File: src/adcct_regs.svh
`ifndef ADCCT_REGS_SVH
`define ADCCT_REGS_SVH

// basic clock divider, cpu cycles per basic clock period minus one
`define ADCCT_DIV_M1_SEL0 4'h3
`define ADCCT_DIV_M1_SEL1 4'h1
`define ADCCT_DIV_M1_SEL2 4'hf
`define ADCCT_DIV_M1_SEL3 4'h7

// sample phase, basic clock periods minus one
`define ADCCT_SMP_M1_SEL0 6'h07
`define ADCCT_SMP_M1_SEL1 6'h0f
`define ADCCT_SMP_M1_SEL2 6'h1f
`define ADCCT_SMP_M1_SEL3 6'h3f

// bit determination, basic clock periods minus one (40 periods)
`define ADCCT_CONV_BC_M1 6'h27
// result load, cpu cycles minus one (2 cycles)
`define ADCCT_LOAD_CPU_M1 1'h1
// reset calibration, basic clock periods
`define ADCCT_CAL_BC 3328

`define ADCCT_RESULT_ZERO 10'h000
`define ADCCT_RESULT_FULL 10'h3ff

`endif

File: src/adcct_pkg.sv
package adcct_pkg;

  typedef enum logic [3:0] {
    ADCCT_IDLE    = 4'b0001,
    ADCCT_SAMPLE  = 4'b0010,
    ADCCT_CONVERT = 4'b0100,
    ADCCT_LOAD    = 4'b1000
  } adcct_state_t;

  typedef struct packed {
    logic [1:0] clk_div_sel;
    logic [1:0] smp_len_sel;
  } adcct_cfg_t;

  typedef struct packed {
    logic       below;
    logic       above;
    logic [9:0] code;
  } adcct_ain_t;

endpackage : adcct_pkg

File: src/adcct_top.sv
`timescale 1ns/1ps
`default_nettype none
`include "adcct_regs.svh"

// Notes on behaviour
// - basic clock is cpu clock divided by 4, 2, 16 or 8 per select code
// - sample phase lasts 8, 16, 32 or 64 basic clock periods per select code
// - conversion takes exactly sample time plus 40 basic periods plus 2 cpu cycles
// - after reset a calibration runs for 3328 basic clock periods
// - conversions are taken during calibration and extend it by their length
// - input below ground gives all zeros, above reference all ones
// - input is captured only in the sample phase, later changes are ignored
module adcct_top #(
  parameter int CAL_BC_PERIODS = `ADCCT_CAL_BC
) (
  input  wire logic                clk,
  input  wire logic                reset_n,
  input  wire logic                clk_en,
  input  wire logic [1:0]          conv_clock_divider_sel,
  input  wire logic [1:0]          sample_length_sel,
  input  wire logic                conv_start,
  input  wire adcct_pkg::adcct_ain_t ain_pin,
  output logic [9:0]               result_reg,
  output logic                     conv_done_reg,
  output logic                     busy_reg,
  output logic                     sample_phase_reg,
  output logic                     cal_active_reg
);

  // refused at elaboration above 4095, though the 12-bit counter could count 4096
  if (CAL_BC_PERIODS < 1 || CAL_BC_PERIODS > 4095) begin : g_bad_cal
    $error("CAL_BC_PERIODS must be 1 to 4095");
  end

  localparam logic [11:0] CAL_LAST = 12'(CAL_BC_PERIODS - 1);

  function automatic logic [3:0] div_m1(input logic [1:0] sel);
    case (sel)
      2'h0:    div_m1 = `ADCCT_DIV_M1_SEL0;
      2'h1:    div_m1 = `ADCCT_DIV_M1_SEL1;
      2'h2:    div_m1 = `ADCCT_DIV_M1_SEL2;
      default: div_m1 = `ADCCT_DIV_M1_SEL3;
    endcase
  endfunction : div_m1

  function automatic logic [5:0] smp_m1(input logic [1:0] sel);
    case (sel)
      2'h0:    smp_m1 = `ADCCT_SMP_M1_SEL0;
      2'h1:    smp_m1 = `ADCCT_SMP_M1_SEL1;
      2'h2:    smp_m1 = `ADCCT_SMP_M1_SEL2;
      default: smp_m1 = `ADCCT_SMP_M1_SEL3;
    endcase
  endfunction : smp_m1

  // pin synchroniser; the code is assumed to settle before it is used
  adcct_pkg::adcct_ain_t ain_meta_reg;
  adcct_pkg::adcct_ain_t ain_sync_reg;
  adcct_pkg::adcct_ain_t ain_meta_next;
  adcct_pkg::adcct_ain_t ain_sync_next;

  always_comb begin
    ain_meta_next = ain_meta_reg;
    ain_sync_next = ain_sync_reg;
    if (clk_en) begin
      ain_meta_next = ain_pin;
      ain_sync_next = ain_meta_reg;
    end
  end

  always_ff @(posedge clk or negedge reset_n) begin
    if (!reset_n) begin
      ain_meta_reg <= '0;
      ain_sync_reg <= '0;
    end else begin
      ain_meta_reg <= ain_meta_next;
      ain_sync_reg <= ain_sync_next;
    end
  end

  // sequencer
  adcct_pkg::adcct_state_t state_reg;
  adcct_pkg::adcct_state_t state_next;
  adcct_pkg::adcct_cfg_t   cfg_reg;
  adcct_pkg::adcct_cfg_t   cfg_next;
  adcct_pkg::adcct_ain_t   hold_reg;
  adcct_pkg::adcct_ain_t   hold_next;
  logic [3:0]              div_cnt_reg;
  logic [3:0]              div_cnt_next;
  logic [5:0]              bc_cnt_reg;
  logic [5:0]              bc_cnt_next;
  logic                    load_cnt_reg;
  logic                    load_cnt_next;
  logic [11:0]             cal_cnt_reg;
  logic [11:0]             cal_cnt_next;
  logic                    cal_active_next;
  logic [9:0]              result_next;
  logic                    conv_done_next;
  logic                    busy_next;
  logic                    sample_phase_next;
  logic                    bc_tick;
  logic [1:0]              div_sel;

  always_comb begin
    state_next        = state_reg;
    cfg_next          = cfg_reg;
    hold_next         = hold_reg;
    div_cnt_next      = div_cnt_reg;
    bc_cnt_next       = bc_cnt_reg;
    load_cnt_next     = load_cnt_reg;
    cal_cnt_next      = cal_cnt_reg;
    cal_active_next   = cal_active_reg;
    result_next       = result_reg;
    conv_done_next    = 1'b0;
    // idle uses live select for calibration, a conversion its latched copy
    // a live select change while idle may stretch one basic period
    div_sel = (state_reg == adcct_pkg::ADCCT_IDLE) ? conv_clock_divider_sel
                                                   : cfg_reg.clk_div_sel;
    bc_tick = (div_cnt_reg == div_m1(div_sel));
    div_cnt_next = bc_tick ? 4'h0 : div_cnt_reg + 4'h1;
    case (state_reg)
      adcct_pkg::ADCCT_IDLE: begin
        // calibration only advances while no conversion runs
        if (cal_active_reg && bc_tick) begin
          if (cal_cnt_reg == CAL_LAST) begin
            cal_active_next = 1'b0;
          end else begin
            cal_cnt_next = cal_cnt_reg + 12'h001;
          end
        end
        if (conv_start) begin
          state_next       = adcct_pkg::ADCCT_SAMPLE;
          cfg_next         = '{clk_div_sel: conv_clock_divider_sel,
                               smp_len_sel: sample_length_sel};
          div_cnt_next     = 4'h0;
          bc_cnt_next      = 6'h00;
        end
      end
      adcct_pkg::ADCCT_SAMPLE: begin
        hold_next = ain_sync_reg;
        if (bc_tick) begin
          if (bc_cnt_reg == smp_m1(cfg_reg.smp_len_sel)) begin
            state_next  = adcct_pkg::ADCCT_CONVERT;
            bc_cnt_next = 6'h00;
          end else begin
            bc_cnt_next = bc_cnt_reg + 6'h01;
          end
        end
      end
      adcct_pkg::ADCCT_CONVERT: begin
        // hold stays frozen here, so late input changes are ignored
        if (bc_tick) begin
          if (bc_cnt_reg == `ADCCT_CONV_BC_M1) begin
            state_next    = adcct_pkg::ADCCT_LOAD;
            load_cnt_next = 1'b0;
          end else begin
            bc_cnt_next = bc_cnt_reg + 6'h01;
          end
        end
      end
      adcct_pkg::ADCCT_LOAD: begin
        if (load_cnt_reg == `ADCCT_LOAD_CPU_M1) begin
          state_next     = adcct_pkg::ADCCT_IDLE;
          conv_done_next = 1'b1;
          div_cnt_next   = 4'h0;
          if (hold_reg.below) begin
            result_next = `ADCCT_RESULT_ZERO;
          end else if (hold_reg.above) begin
            result_next = `ADCCT_RESULT_FULL;
          end else begin
            result_next = hold_reg.code;
          end
        end else begin
          load_cnt_next = 1'b1;
        end
      end
      default: begin
        state_next = adcct_pkg::ADCCT_IDLE;
      end
    endcase
    busy_next         = (state_next != adcct_pkg::ADCCT_IDLE);
    sample_phase_next = (state_next == adcct_pkg::ADCCT_SAMPLE);
  end

  always_ff @(posedge clk or negedge reset_n) begin
    if (!reset_n) begin
      state_reg        <= adcct_pkg::ADCCT_IDLE;
      cfg_reg          <= '0;
      hold_reg         <= '0;
      div_cnt_reg      <= 4'h0;
      bc_cnt_reg       <= 6'h00;
      load_cnt_reg     <= 1'b0;
      cal_cnt_reg      <= 12'h000;
      cal_active_reg   <= 1'b1;
      result_reg       <= 10'h000;
      conv_done_reg    <= 1'b0;
      busy_reg         <= 1'b0;
      sample_phase_reg <= 1'b0;
    end else if (clk_en) begin
      state_reg        <= state_next;
      cfg_reg          <= cfg_next;
      hold_reg         <= hold_next;
      div_cnt_reg      <= div_cnt_next;
      bc_cnt_reg       <= bc_cnt_next;
      load_cnt_reg     <= load_cnt_next;
      cal_cnt_reg      <= cal_cnt_next;
      cal_active_reg   <= cal_active_next;
      result_reg       <= result_next;
      conv_done_reg    <= conv_done_next;
      busy_reg         <= busy_next;
      sample_phase_reg <= sample_phase_next;
    end
  end

endmodule : adcct_top

`default_nettype wire

File: config.mk
export PLATFORM = sky130hd
export DESIGN_NAME = adcct_top
export DESIGN_NICKNAME = d
export VERILOG_FILES = /design/src/adcct_pkg.sv /design/src/adcct_top.sv
export VERILOG_INCLUDE_DIRS = /design/src
export SDC_FILE = /design/constraint.sdc
export NUM_CORES = 1
export LEC_CHECK = 0
export ABC_AREA = 0
export BUFFER_PORTS_ARGS = -buffer_cell sky130_fd_sc_hd__buf_2
export CAP_MARGIN = 20
export CORE_MARGIN = 2
export CORE_UTILIZATION = 40
export CTS_CLUSTER_DIAMETER = 40
export DETAILED_ROUTE_END_ITERATION = 10
export PLACE_DENSITY = 0.55
export SYNTH_ARGS = -nofsm -noshare
export SYNTH_HDL_FRONTEND = slang
export SYNTH_SLANG_ARGS = --single-unit
File: constraint.sdc
create_clock -name clk -period 2.2 [get_ports clk]
set_input_delay 0.11 -clock clk [delete_from_list [all_inputs] [get_ports clk]]
set_output_delay 0.11 -clock clk [all_outputs]
set_load 0.05 [all_outputs]
==> summary.md <==
| Metric | Value |
|---|---|
| TritonCTS Buffers | 9 |
| Fin crit share | 0.9676 |
| M3 GR Usage | 0.03121 |
| Most Crowded Layer GR | met1 |
| First-pass GRT wire length | 12,560 um |
| Post-synth cell types | 45 |
| Final-report max-slew violation count | 0 |
| M1 GR Usage | 0.2301 |
| Fmax | between 0.4 and 0.5 GHz |
| Most common cell after layout, fill and taps aside | dfrtp_1 |
| Finish-stage setup viols | 0 |
| Final hold slack | 52.39 ps |
| Routed WL | ~7400 um |
| CP Launch Type | flop |
| Req. time, crit path | roughly 2500 ps |
| Placed cells | 469 |
| WP data arrival | 2400 ps |
| Std cell rows | 35 |
| Die width | 100.5 um |
| Hold Crit Class | in2reg |
| Leakage power | ~0.0020 uW |
| Clock tree sinks | 81 |
| Status | complete, no violations |
| EDFF count, synth | 0 |
| Net Count, Synth | 345 |
| Setup crit end kind | flop |
| Number of global-route vias before repair | 2,609 |
| Largest net degree at the start of global routing | 36 |
| Die Area | 10,110 sq um |
| Final Non-Filler Cells | 500 |
| CTS Buffer Depth | 2 |
| Fin. Hold Viols | 0 |
| Wirelength per Cell | 14.71 um |
| Worst slew pin tran | 617.7 ps |
| Antenna viol nets, final | 0 |
| Yosys warns | 0 |
| Vias | 2,629 |
| Total Power | 4523 uW |
| Sequential area share after synthesis | 0.5443 |
| Number of top-level pins | 34 |
| Clock skew | 10.23 ps |
| Peak supply drop | 0.0004520 V |
| Max cap viols | 0 |
| Layout cell share with drive strength beyond 1 | 0.3085 |
| Maximum fanout along the worst path | 7 |
| Vias/cell | 5.258 |
| Overall routing resource usage | 0.1560 |
| Clock Latency Late Sink | 340 ps |
| Cell Area, Synth | 3729 sq um |
| Core area | 9153 sq um |
| GPL Wtd Cong | around 0.76 |
| Synth Area per Inst | approximately 12 sq um |
| Syn Inst Count | between 300 and 400 |
| DRC viols | 0 |
| CTS tree | built |
| Pwr dens | approximately 1000 nW/um^2 |
| H-tree Lvls | 3 |
| Drt pass-1 iters | 5 |
| Headroom to the max-slew limit | 0.5838 |
| Asr flop ratio synth | 1.000 |
| Most frequent cells in the layout | dfrtp_1, mux2_2, buf_2 |
| GRT overflow | 0 |
| Initial antenna violation count | 0 |
| 1st-iter DRT viols | 95 |
| Ys flop type | dfrtp_1 |
| N_diodes | 0 |
| Port bufs | 33 |
| P&R area growth vs syn | 20.47% |
| Crit path kind | reg2reg |
| Worst-path clk slew | 80 ps |
| Initial Utilization | 0.4074 |
| Post-DP HPWL | just over 5000 um |
| Met2 Usage GRT | 0.2261 |
| Root buffer cell | clkbuf_8 |
| RSZ-0062 raised after global routing | true |
| FF+latch count, synth | 81 |
| Nets | 408 |
| Post-layout util | 0.4908 |
| Die height | 100.5 um |
| Fin crit period | 2129 ps |
timing repair:
| action | in CTS | in global routing |
|---|---|---|
| gates resized for setup | 0 | 3 |
| endpoints found under the setup margin | 0 | 15 |
| hold endpoints to repair | 45 | 0 |
| hold buffers | 15 | 0 |
| setup buffers | 0 | 1 |
final timing paths:
path,startpoint,to,slack (ps),cells after the start
setup / recovery,state_reg[0],state_reg[2],70,8
hold / removal,conv_clock_divider_sel[1],cfg_reg[3],50,2
setup reg to reg,state_reg[0],state_reg[2],70,8
hold reg to reg,result_reg[9],result_reg[9],470,2
max in group asynchronous,reset_n,cal_active_reg,1300,3
min in group asynchronous,reset_n,bc_cnt_reg[1],240,2
layout make-up:
cell class / instances / area [sq um]
multi-input combinational: 218 / 1607
sequential: 81 / 2029
tap: 111 / 138.9
fill: 852 / 4661
inverter: 6 / 22.52
timing repair buffer: 69 / 479.2
clock inverter: 6 / 91.34
clock buffer: 9 / 123.9
layer usage:
metal / vias up / routed length (um)
met1: 1275 / 3755
met4: 0 / 125
met2: 49 / 3201
li1: 1294 / -
met5: - / 0
met3: 11 / 275
cell usage after synthesis, drive strengths merged, types with 3 or more instances:
library cell  number  area share
a32o               3      0.0081
nand2b             5      0.0084
or3                4      0.0067
o21ai             12       0.016
inv                6      0.0060
nand4              7       0.012
mux2              41        0.12
and4               3      0.0070
nor3               5      0.0067
ha                 3       0.010
and3               8       0.013
a21oi              4      0.0054
xnor2             12       0.028
dfrtp             79        0.53
a22o               4      0.0094
nand2             19       0.019
nor2b              4      0.0067
clkbuf            12       0.012
mux2i              4       0.011
nand3             21       0.030
o31ai             12       0.024
buf                5       0.010
nor2              22       0.022
and2               4      0.0074
stage by stage:
stage / setup WS, ps / TNS (ps) / instance area (sq um)
after global placement: 124.2 / 0 / 4101
after floorplan: 145.0 / 0 / 3729
after CTS: 26.24 / 0 / 4467
after detailed placement: 46.52 / 0 / 4101
final: 71.38 / 0 / 4492
after global routing: -48.09 / -257.7 / 4492
cells by family after synthesis:
family,share of synthesized area
xor+xnor,0.03054
simple gates,0.1567
mux,0.1346
fa+ha+maj,0.01007
flops,0.5443
compound gates,0.09530
buf+inv,0.02852
worst max-delay path: stages, from the launching register on:
cell,delay (ps)
dfstp_2,550
nor4b_4,240
buf_4,180
mux2i_1,230
a2bb2oi_2,240
a21boi_4,110
buf_4,180
a41o_1,210
a21oi_1,120
power breakdown:
group          internal, uW  switching (uW)
sequential             1820             269
clock                   636             542
combinational           528             726
total                  2990            1540
(Power assumes the default switching activity.)
